**config.mk**
```make
export PLATFORM = sky130hd
export DESIGN_NAME = urts_top
export DESIGN_NICKNAME = d
export VERILOG_FILES = /design/src/rtl/urts_pkg.sv /design/src/rtl/urts_sync.sv /design/src/rtl/urts_fifo_mem.sv /design/src/rtl/urts_top.sv
export VERILOG_INCLUDE_DIRS = /design/src /design/src/rtl
export SDC_FILE = /design/constraint.sdc
export NUM_CORES = 1
export LEC_CHECK = 0
export BUFFER_PORTS_ARGS = -buffer_cell sky130_fd_sc_hd__clkbuf_2
export CORE_MARGIN = 8
export CORE_UTILIZATION = 50
export DETAILED_ROUTE_END_ITERATION = 16
export PLACE_DENSITY = 0.76
export SKIP_CTS_REPAIR_TIMING = 1
export SYNTH_ARGS = -nofsm -noshare
export SYNTH_HDL_FRONTEND = slang
export SYNTH_SLANG_ARGS = --single-unit
```
**constraint.sdc**
```tcl
create_clock -name pclk -period 3.05 [get_ports pclk]
set_input_delay 0 -clock pclk [delete_from_list [all_inputs] [get_ports pclk]]
set_output_delay 0 -clock pclk [all_outputs]
set_load 0.01 [all_outputs]
```
**src/rtl/urts_defs.svh**
```systemverilog
/*
 holds register offsets, field positions, reset values and timing counts of the
 receive-timeout and flag block. assumes inclusion by bare name.
*/
`ifndef URTS_DEFS_SVH
`define URTS_DEFS_SVH
`define URTS_OFF_TIMEOUT 12'h00c
`define URTS_OFF_FLAGS 12'h018
`define URTS_OFF_CTRL 12'h030
`define URTS_OFF_IRQ_STAT 12'h034
`define URTS_OFF_IRQ_EN 12'h038
`define URTS_OFF_IRQ_CLR 12'h03c
`define URTS_TIMEOUT_RST 22'h0001ff
`define URTS_TIMEOUT_W 22
`define URTS_FB_CTS 0
`define URTS_FB_BUSY 3
`define URTS_FB_RX_EMPTY_FLAG 4
`define URTS_FB_TX_FULL_FLAG 5
`define URTS_FB_RX_FULL_FLAG 6
`define URTS_FB_TX_EMPTY_FLAG 7
`define URTS_FB_CTS_CHANGE_FLAG 9
`define URTS_FB_RSV_LO 10
`define URTS_FB_RSV_HI 12
`define URTS_FB_REMOTE_TX_PAUSED 13
`define URTS_FR_RSV_VAL 3'h7
`define URTS_CB_UART_EN 0
`define URTS_CB_TX_EN 1
`define URTS_CB_OVS 2
`define URTS_CB_FIFO_EN 3
`define URTS_CB_SWFC 4
`define URTS_CTRL_W 5
`define URTS_OVS16 5'h10
`define URTS_OVS8 5'h08
`define URTS_XOFF 8'h13
`define URTS_XON 8'h11
`endif

```
**src/rtl/urts_pkg.sv**
```systemverilog
/*
 holds the types of the receive-timeout and flag block.
 assumes the defs header is compiled alongside.
*/
`default_nettype none
package urts_pkg;
   typedef enum logic [1:0] {
      URTS_TX_IDLE = 2'b00,
      URTS_TX_SHIFT = 2'b01,
      URTS_TX_STOP = 2'b11
   } urts_tx_state_t;
endpackage
`default_nettype wire

```
**src/rtl/urts_sync.sv**
```systemverilog
/*
 holds a two-flop synchroniser for a level from outside the clock domain.
 assumes pclk and async active-low reset.
*/
`default_nettype none
module urts_sync (
   input wire logic pclk,
   input wire logic presetn,
   input wire logic d,
   output logic q
);
   logic meta_ff;
   always_ff @(posedge pclk or negedge presetn) begin
      if (!presetn) begin
         meta_ff <= 1'b0;
         q <= 1'b0;
      end else begin
         meta_ff <= d;
         q <= meta_ff;
      end
   end
endmodule
`default_nettype wire

```
**src/rtl/urts_fifo_mem.sv**
```systemverilog
/*
 holds a small register-file memory with registered read data.
 assumes one write and one read port on pclk, no reset of the contents.
*/
`default_nettype none
module urts_fifo_mem #(
   parameter int WIDTH = 8,
   parameter int DEPTH = 16,
   parameter int AW = 4
) (
   input wire logic pclk,
   input wire logic we,
   input wire logic [AW-1:0] waddr,
   input wire logic [WIDTH-1:0] wdata,
   input wire logic [AW-1:0] raddr,
   output logic [WIDTH-1:0] rdata
);
   logic [WIDTH-1:0] mem [DEPTH];
   always_ff @(posedge pclk) begin
      if (we) begin
         mem[waddr] <= wdata;
      end
   end
   always_ff @(posedge pclk) begin
      rdata <= mem[raddr];
   end
endmodule
`default_nettype wire

```
**src/rtl/urts_top.sv**
```systemverilog
/*
 holds the receive-timeout interrupt, flag register, a small transmit path and
 apb slave of the serial port. assumes received characters and fifo pops come
 from the surrounding receiver on pclk; only the cts pin is asynchronous.
*/
// Register access over APB was chosen for this implementation.
//  Function
// - timeout irq when rx data idle too long
// - timeout is period oversample ticks
// - 22-bit period field, resets to 0x1ff
// - busy high until last stop bit sent
// - tx disable clears busy once tx fifo empty, re-enable resumes
// - busy set once tx fifo non-empty
// - rx empty flag per mode, resets 1
// - tx full flag per mode
// - rx full flag per mode
// - tx empty flag per mode, resets 1
// - cts change flag since last read, resets 1
// - paused flag set after xoff sent
// - paused flag cleared after xon sent
// - oversample select picks 16 or 8
// - fifo disabled means single holding register
`include "urts_defs.svh"
`default_nettype none
module urts_top
   import urts_pkg::*;
#(
   parameter int DEPTH = 16,
   parameter int AW = 4,
   parameter logic [15:0] BAUD_DIV = 16'h0001,
   parameter logic [AW:0] RX_TRIG = 5'd8
) (
   input wire logic pclk,
   input wire logic presetn,
   input wire logic psel,
   input wire logic penable,
   input wire logic pwrite,
   input wire logic [11:0] paddr,
   input wire logic [31:0] pwdata,
   output logic [31:0] prdata,
   output logic pready,
   output logic pslverr,
   input wire logic cts_n,
   output logic txd,
   input wire logic rx_char_valid,
   input wire logic [7:0] rx_char,
   input wire logic rx_pop,
   output logic [7:0] rx_data,
   input wire logic tx_push,
   input wire logic [7:0] tx_char,
   output logic irq
);
   logic [`URTS_TIMEOUT_W-1:0] period_ff;
   logic [`URTS_CTRL_W-1:0] ctrl_ff;
   logic [1:0] irq_stat_ff, irq_en_ff;
   logic [AW:0] rx_cnt_ff, tx_cnt_ff;
   logic [AW-1:0] rx_wp_ff, rx_rp_ff, tx_wp_ff, tx_rp_ff;
   logic [21:0] to_cnt_ff;
   logic [15:0] baud_cnt_ff;
   logic [4:0] ovs_cnt_ff;
   logic cts_s, cts_last_ff, cts_change_flag_ff, paused_ff, busy_ff;
   logic cts_n_s;
   logic [3:0] bit_cnt_ff;
   logic [9:0] shift_ff;
   logic [7:0] tx_mem_q, rx_mem_q;
   urts_tx_state_t tx_st_ff;
   logic tick, bit_tick, acc, wr, rd, rx_take, tx_take, tx_load, fifo_en;
   logic send_xoff, send_xon, ctrl_pend_ff, ctrl_is_xoff_ff;
   logic rx_empty, rx_full, tx_empty, tx_full;
   logic [AW:0] cap;
   logic [4:0] ovs;
   logic [31:0] flags;

   function automatic logic [AW:0] depth_cap(input logic en);
      return en ? (AW+1)'(DEPTH) : (AW+1)'(1);
   endfunction

   // the raw pin goes straight into the flops; its reset level 0 means clear-to-send
   urts_sync u_cts (.pclk(pclk), .presetn(presetn), .d(cts_n), .q(cts_n_s));
   assign cts_s = !cts_n_s;

   urts_fifo_mem #(.WIDTH(8), .DEPTH(DEPTH), .AW(AW)) u_rxm (
      .pclk(pclk), .we(rx_take), .waddr(rx_wp_ff), .wdata(rx_char),
      .raddr(rx_rp_ff), .rdata(rx_mem_q));
   urts_fifo_mem #(.WIDTH(8), .DEPTH(DEPTH), .AW(AW)) u_txm (
      .pclk(pclk), .we(tx_take), .waddr(tx_wp_ff), .wdata(tx_char),
      .raddr(tx_rp_ff), .rdata(tx_mem_q));

   assign acc = psel && penable;
   assign wr = acc && pwrite;
   assign rd = acc && !pwrite;
   assign fifo_en = ctrl_ff[`URTS_CB_FIFO_EN];
   assign cap = depth_cap(fifo_en);
   assign rx_empty = (rx_cnt_ff == '0);
   assign rx_full = (rx_cnt_ff >= cap);
   assign tx_empty = (tx_cnt_ff == '0);
   assign tx_full = (tx_cnt_ff >= cap);
   assign rx_take = rx_char_valid && !rx_full;
   assign tx_take = tx_push && !tx_full;
   assign ovs = ctrl_ff[`URTS_CB_OVS] ? `URTS_OVS8 : `URTS_OVS16;
   assign send_xoff = ctrl_ff[`URTS_CB_SWFC] && !paused_ff && (rx_cnt_ff > RX_TRIG);
   assign send_xon = ctrl_ff[`URTS_CB_SWFC] && paused_ff && (rx_cnt_ff <= RX_TRIG);
   assign tx_load = (tx_st_ff == URTS_TX_IDLE) && ctrl_ff[`URTS_CB_UART_EN]
      && ctrl_ff[`URTS_CB_TX_EN] && cts_s && bit_tick && (ctrl_pend_ff || !tx_empty);

   always_comb begin
      flags = 32'h0000_0000;
      flags[`URTS_FB_CTS] = cts_s;
      flags[`URTS_FB_BUSY] = busy_ff;
      flags[`URTS_FB_RX_EMPTY_FLAG] = rx_empty;
      flags[`URTS_FB_TX_FULL_FLAG] = tx_full;
      flags[`URTS_FB_RX_FULL_FLAG] = rx_full;
      flags[`URTS_FB_TX_EMPTY_FLAG] = tx_empty;
      flags[`URTS_FB_CTS_CHANGE_FLAG] = cts_change_flag_ff;
      flags[`URTS_FB_RSV_HI:`URTS_FB_RSV_LO] = `URTS_FR_RSV_VAL;
      flags[`URTS_FB_REMOTE_TX_PAUSED] = paused_ff;
   end

   // one-cycle access phase: pready is a flop that rises in setup
   always_ff @(posedge pclk or negedge presetn) begin
      if (!presetn) begin
         pready <= 1'b0;
         pslverr <= 1'b0;
         prdata <= 32'h0000_0000;
      end else begin
         pready <= psel && !penable;
         pslverr <= 1'b0;
         if (psel && !penable && !pwrite) begin
            unique case (paddr)
               `URTS_OFF_TIMEOUT: prdata <= {10'h000, period_ff};
               `URTS_OFF_FLAGS: prdata <= flags;
               `URTS_OFF_CTRL: prdata <= {27'h0, ctrl_ff};
               `URTS_OFF_IRQ_STAT: prdata <= {30'h0, irq_stat_ff};
               `URTS_OFF_IRQ_EN: prdata <= {30'h0, irq_en_ff};
               default: prdata <= 32'h0000_0000;
            endcase
         end
      end
   end

   always_ff @(posedge pclk or negedge presetn) begin
      if (!presetn) begin
         period_ff <= `URTS_TIMEOUT_RST;
         ctrl_ff <= '0;
         irq_en_ff <= 2'b00;
      end else if (wr) begin
         if (paddr == `URTS_OFF_TIMEOUT) period_ff <= pwdata[21:0];
         if (paddr == `URTS_OFF_CTRL) ctrl_ff <= pwdata[`URTS_CTRL_W-1:0];
         if (paddr == `URTS_OFF_IRQ_EN) irq_en_ff <= pwdata[1:0];
      end
   end

   // bit-time ticks: ovs oversample ticks per bit
   always_ff @(posedge pclk or negedge presetn) begin
      if (!presetn) begin
         baud_cnt_ff <= 16'h0000;
         ovs_cnt_ff <= 5'h00;
      end else if (baud_cnt_ff >= BAUD_DIV - 16'h0001) begin
         baud_cnt_ff <= 16'h0000;
         ovs_cnt_ff <= (ovs_cnt_ff >= ovs - 5'h01) ? 5'h00 : ovs_cnt_ff + 5'h01;
      end else begin
         baud_cnt_ff <= baud_cnt_ff + 16'h0001;
      end
   end
   assign tick = (baud_cnt_ff >= BAUD_DIV - 16'h0001);
   assign bit_tick = tick && (ovs_cnt_ff >= ovs - 5'h01);

   // timeout counts oversample ticks, so period/(ovs*baud) seconds
   always_ff @(posedge pclk or negedge presetn) begin
      if (!presetn) begin
         to_cnt_ff <= 22'h000000;
      end else if (rx_take || rx_empty) begin
         to_cnt_ff <= 22'h000000;
      end else if (tick && to_cnt_ff < period_ff) begin
         to_cnt_ff <= to_cnt_ff + 22'h000001;
      end
   end

   // bit0 timeout, bit1 cts change; set beats clear
   always_ff @(posedge pclk or negedge presetn) begin
      if (!presetn) begin
         irq_stat_ff <= 2'b00;
      end else begin
         irq_stat_ff <= (irq_stat_ff & ~((wr && paddr == `URTS_OFF_IRQ_CLR) ? pwdata[1:0] : 2'b00))
            | {cts_s != cts_last_ff,
               !rx_empty && tick && (to_cnt_ff == period_ff - 22'h000001)};
      end
   end

   always_ff @(posedge pclk or negedge presetn) begin
      if (!presetn) begin
         irq <= 1'b0;
      end else begin
         irq <= |(irq_stat_ff & irq_en_ff);
      end
   end

   // change seen on a read cycle stays set for the next read
   always_ff @(posedge pclk or negedge presetn) begin
      if (!presetn) begin
         // matches the synchroniser's reset level, so release shows no false change
         cts_last_ff <= 1'b1;
         cts_change_flag_ff <= 1'b1;
      end else begin
         cts_last_ff <= cts_s;
         if (cts_s != cts_last_ff) begin
            cts_change_flag_ff <= 1'b1;
         end else if (rd && paddr == `URTS_OFF_FLAGS) begin
            cts_change_flag_ff <= 1'b0;
         end
      end
   end

   always_ff @(posedge pclk or negedge presetn) begin
      if (!presetn) begin
         rx_cnt_ff <= '0;
         rx_wp_ff <= '0;
         rx_rp_ff <= '0;
      end else begin
         if (rx_take) rx_wp_ff <= fifo_en ? rx_wp_ff + AW'(1) : '0;
         if (rx_pop && !rx_empty) rx_rp_ff <= fifo_en ? rx_rp_ff + AW'(1) : '0;
         rx_cnt_ff <= rx_cnt_ff + (AW+1)'(rx_take) - (AW+1)'(rx_pop && !rx_empty);
      end
   end
   assign rx_data = rx_mem_q;

   always_ff @(posedge pclk or negedge presetn) begin
      if (!presetn) begin
         tx_cnt_ff <= '0;
         tx_wp_ff <= '0;
         tx_rp_ff <= '0;
      end else begin
         if (tx_take) tx_wp_ff <= fifo_en ? tx_wp_ff + AW'(1) : '0;
         if (tx_load && !ctrl_pend_ff) tx_rp_ff <= fifo_en ? tx_rp_ff + AW'(1) : '0;
         tx_cnt_ff <= tx_cnt_ff + (AW+1)'(tx_take) - (AW+1)'(tx_load && !ctrl_pend_ff);
      end
   end

   // flow-control characters go ahead of queued data
   always_ff @(posedge pclk or negedge presetn) begin
      if (!presetn) begin
         ctrl_pend_ff <= 1'b0;
         ctrl_is_xoff_ff <= 1'b0;
         paused_ff <= 1'b0;
      end else begin
         if (!ctrl_pend_ff && (send_xoff || send_xon)) begin
            ctrl_pend_ff <= 1'b1;
            ctrl_is_xoff_ff <= send_xoff;
         end else if (tx_load && ctrl_pend_ff) begin
            ctrl_pend_ff <= 1'b0;
         end
         if (tx_st_ff == URTS_TX_STOP && bit_tick && shift_ff[9:2] == `URTS_XOFF) begin
            paused_ff <= 1'b1;
         end else if (tx_st_ff == URTS_TX_STOP && bit_tick && shift_ff[9:2] == `URTS_XON) begin
            paused_ff <= 1'b0;
         end
      end
   end

   // shift_ff keeps the character so the stop state still knows it
   always_ff @(posedge pclk or negedge presetn) begin
      if (!presetn) begin
         tx_st_ff <= URTS_TX_IDLE;
         shift_ff <= 10'h3ff;
         bit_cnt_ff <= 4'h0;
         txd <= 1'b1;
      end else if (!ctrl_ff[`URTS_CB_TX_EN] || !ctrl_ff[`URTS_CB_UART_EN]) begin
         txd <= 1'b1;
      end else if (bit_tick) begin
         unique case (tx_st_ff)
            URTS_TX_IDLE: begin
               if (tx_load) begin
                  shift_ff <= {ctrl_pend_ff ? (ctrl_is_xoff_ff ? `URTS_XOFF : `URTS_XON)
                     : tx_mem_q, 2'b01};
                  bit_cnt_ff <= 4'h0;
                  txd <= 1'b0;
                  tx_st_ff <= URTS_TX_SHIFT;
               end
            end
            URTS_TX_SHIFT: begin
               txd <= shift_ff[2 + 32'(bit_cnt_ff)];
               bit_cnt_ff <= bit_cnt_ff + 4'h1;
               if (bit_cnt_ff == 4'h7) tx_st_ff <= URTS_TX_STOP;
            end
            URTS_TX_STOP: begin
               txd <= 1'b1;
               bit_cnt_ff <= bit_cnt_ff + 4'h1;
               // a data bit of 1 must not shorten the stop bit, so the stop state counts two full bit times
               if (bit_cnt_ff == 4'h9) tx_st_ff <= URTS_TX_IDLE;
            end
            default: tx_st_ff <= URTS_TX_IDLE;
         endcase
      end
   end

   always_ff @(posedge pclk or negedge presetn) begin
      if (!presetn) begin
         busy_ff <= 1'b0;
      end else begin
         busy_ff <= !tx_empty
            || ((tx_st_ff != URTS_TX_IDLE) && ctrl_ff[`URTS_CB_TX_EN]
                && ctrl_ff[`URTS_CB_UART_EN]);
      end
   end

   a_busy_fifo: assert property (@(posedge pclk) disable iff (!presetn)
      !tx_empty |=> busy_ff) else $error("busy low with tx data");
   a_rx_empty_flag_flag: assert property (@(posedge pclk) disable iff (!presetn)
      flags[`URTS_FB_RX_EMPTY_FLAG] == (rx_cnt_ff == '0)) else $error("rx empty wrong");
   a_tx_full_flag_flag: assert property (@(posedge pclk) disable iff (!presetn)
      !fifo_en && tx_cnt_ff != '0 |-> flags[`URTS_FB_TX_FULL_FLAG]) else $error("tx full wrong");
   a_rx_full_flag_flag: assert property (@(posedge pclk) disable iff (!presetn)
      fifo_en && rx_cnt_ff < DEPTH |-> !flags[`URTS_FB_RX_FULL_FLAG]) else $error("rx full wrong");
   a_tx_empty_flag_flag: assert property (@(posedge pclk) disable iff (!presetn)
      tx_take && tx_empty |=> !flags[`URTS_FB_TX_EMPTY_FLAG]) else $error("tx empty wrong");
   a_cts_change_flag_set: assert property (@(posedge pclk) disable iff (!presetn)
      cts_s != cts_last_ff |=> cts_change_flag_ff) else $error("cts change lost");
   a_cts_change_flag_clr: assert property (@(posedge pclk) disable iff (!presetn)
      rd && paddr == `URTS_OFF_FLAGS && cts_s == cts_last_ff |=> !cts_change_flag_ff)
      else $error("cts change not cleared");
   a_to_empty: assert property (@(posedge pclk) disable iff (!presetn)
      rx_empty |=> !irq_stat_ff[0] || $past(irq_stat_ff[0])) else $error("timeout while empty");
   a_busy_dis: assert property (@(posedge pclk) disable iff (!presetn)
      tx_empty && !ctrl_ff[`URTS_CB_TX_EN] ##1 tx_empty |-> !busy_ff)
      else $error("busy while disabled");
   a_paused_set: assert property (@(posedge pclk) disable iff (!presetn)
      tx_st_ff == URTS_TX_STOP && bit_tick && ctrl_ff[1:0] == 2'b11
      && shift_ff[9:2] == `URTS_XOFF |=> paused_ff) else $error("xoff not flagged");
   c_timeout: cover property (@(posedge pclk) disable iff (!presetn) irq_stat_ff[0]);
   c_xoff: cover property (@(posedge pclk) disable iff (!presetn) $rose(paused_ff));
   c_busy: cover property (@(posedge pclk) disable iff (!presetn) $fell(busy_ff));
endmodule
`default_nettype wire

```
==> impl_metrics.ini <==
[clock_tree]
clockRootBuffer = clkbuf_16
clk_path_buf_depth = 3
clock_latency_ns = 0.56
cts_tree = built
cts_max_level = 2
numCtsBuffers = 42
cts_sinks = 404
clk_pin_slew_ns = 0.06

[synthesis]
synthTopCellsByArea = edfxtp_1 42%, dfrtp_1 15%, ha_1 4.1%
synth_edf_count = 256
synth_area_um2 = 18400
async_flop_share_pct = 32.7
yosys_register_bits = 404
syn_area_per_cell_um2 = 13.2
synth_top_area_share_pct = 41.7
synth_common_cells = 256 x edfxtp_1, 117 x nand2_1, 111 x dfrtp_1
synth_top_area_cell = edfxtp_1
synth_flop_cell = edfxtp_1
ys_warn_count = 0
synth.most_common_cell = edfxtp_1
ys_seq_area_share_pct = 61.5
netlist_instances = 1394
synth.distinct_cells = 69

[timing]
finalHoldWorstSlack_ns = 0.00419
clock.fmax_ghz = 0.352
fin_tns_setup_ns = 0
slew_violations = 0
skew_ns = 0.0108
worstMarginPinSlew_ns = 0.666
fin_crit_ns = 2.84
setup_viol = 0
maxSlewHeadroom_pct = 55.6
fin_crit_sh_pct = 93.1
rsz0062_at_grt = false
final_hold_viol_count = 0

[global_routing]
overflow = 0
grt_pass1_vias = 11800
grt_pass1_wl_um = 62800
grt_max_degree = 72
antenna_found_initial = 1
grt_use_total_pct = 17.8

[critical_path]
cp-start-kind = flip-flop
required_ns = 3.49
critPathMaxFanout = 4
critPathCaptureType = flip-flop
path_class = reg2reg
critPathArrivalTime_ns = 3.28

[finish]
nFillCells = 2765
syn2layout_area_growth_pct = 16.7
num-nets-final = 1696
final_cells = 2067
post_route_cells_drive_above_1_share_pct = 20.3

[power]
p_per_area_nw_per_um2 = 677
vdd_drop_max_mv = 0.617
leakage_nw = 8.50

[routing]
vias = 11800
firstDrtPassIters = 5
wirelength_um = 39900
wire_per_inst_um = 19.3
viasPerCell = 5.70
drc = 0
ant_nets = 0
drtIter0Drc = 848

[die]
die-area_um2 = 43300
num_rows = 70
initial_utilization_pct = 50.6
pin_count = 113
die_height_um = 208
die_w_um = 208
coreArea_um2 = 36400

[placement]
hpwl_um = 27100
gp_congestion = 0.870
port-buffer-count = 91
dp.cells = 1935

[status]
status = finished, final reports clean

[min_path]
hold_path.class = in2async

[job]
maxCapViolCount = 0
[final timing paths]
kind                               startpoint            end  slack, ns  cells after the start
max in group asynchronous             presetn   period_ff[8]       2.21                      3
worst max register to register     ctrl_ff[3]   tx_cnt_ff[4]       0.21                     15
min in group pclk                    paddr[3]     ctrl_ff[3]       0.04                      5
worst max-delay path               ctrl_ff[3]   tx_cnt_ff[4]       0.21                     15
worst min register to register  u_cts.meta_ff        u_cts.q       0.35                      0
worst min-delay path                  presetn  ovs_cnt_ff[0]      0.004                      2
[logic make-up after synthesis]
group	synth area share (%)
buf+inv	3.16
xor+xnor	2.00
mux	10.2
other cells	0.0203
simple gates	10.8
fa+ha+maj	4.36
flops	61.5
compound gates	8.02
[through the flow]
| stage | setup slack [ns] | cell area (um^2) | utilization, % | total power (W) |
|---|---|---|---|---|
| detailed placement | 0.0435 | 19600 | 53.8 | 0.00951 |
| floorplan | 0.0327 | 18500 | - | 0.00857 |
| CTS | 0.0288 | 21000 | 57.5 | 0.0146 |
| global route | 0.0299 | 21500 | 59.0 | 0.0153 |
| finish | 0.210 | 21500 | 59.0 | 0.0146 |
| global placement | 0.151 | 19600 | 53.8 | 0.00940 |
[flip-flops by register name, summed over array words and instances, names as in the netlist, 2 cells and up]
signal	flops
u_txm.rdata	8
u_rxm.rdata	8
to_cnt_ff	22
tx_rp_ff	4
u_txm.mem	128
shift_ff	9
ovs_cnt_ff	5
prdata	22
rx_rp_ff	4
irq_en_ff	2
period_ff	22
rx_cnt_ff	5
bit_cnt_ff	4
tx_st_ff	2
u_rxm.mem	128
tx_cnt_ff	5
tx_wp_ff	4
rx_wp_ff	4
irq_stat_ff	2
ctrl_ff	5
[placed cells by master (no fill, tap or decap), types with 14 or more instances in the layout]
cell type / count
dfstp_2: 21
nor3_1: 14
dfxtp_1: 16
nand2_1: 117
o31ai_1: 17
mux2_2: 42
clkbuf_16: 43
a21oi_1: 54
dlygate4sd3_1: 47
nand3_1: 43
dfrtp_1: 108
xnor2_1: 27
and2_1: 36
buf_4: 43
edfxtp_1: 256
and3_1: 18
o21ai_0: 64
nor2_1: 54
or4_1: 17
mux4_2: 33
a22oi_1: 18
a221oi_1: 24
mux2i_1: 66
nand4_1: 19
inv_1: 66
xor2_1: 15
ha_1: 61
clkbuf_2: 90
[routing by layer]
| layer | vias to the layer above | track usage, % | share of wire, % |
|---|---|---|---|
| met3 | 67 | 3.37 | 4.9 |
| met2 | 320 | 30.9 | 51 |
| met1 | 5852 | 22.7 | 43 |
| met5 | - | 0 | 0 |
| li1 | 5546 | - | - |
| met4 | 0 | 4.85 | 2.1 |
[area by class of cell]
cell class              instances  area (um^2)  share of cell area [%]
repair buffers                185         1340                    6.21
multi-input cells             863         6630                    30.8
diodes                          1         2.50                  0.0116
well taps                     468          586                    2.72
flip-flops and latches        404        11300                    52.7
clock inverters                18          173                   0.803
inverters                      68          255                    1.19
clock buffers                  60         1190                    5.53
[critical path: stages, from the launching register on]
cell and delay, ns:
dfrtp_1 0.39, inv_2 0.11, ha_1 0.25, and3b_1 0.20, o41ai_4 0.33, nand3_2 0.12, ha_1 0.30, inv_1 0.06
ha_1 0.16, inv_1 0.06, fa_2 0.34, nor2_1 0.11, nor2_1 0.05, nor2_1 0.08, nor2_1 0.06, xnor2_1 0.11
[report_power, final]
group          internal, W  switching, W  leakage (nW)
clock              0.00291       0.00212         0.666
sequential         0.00631      0.000342          4.10
combinational      0.00124       0.00165          3.74
total               0.0105       0.00411          8.50
Power figures use the tool's default switching activity.
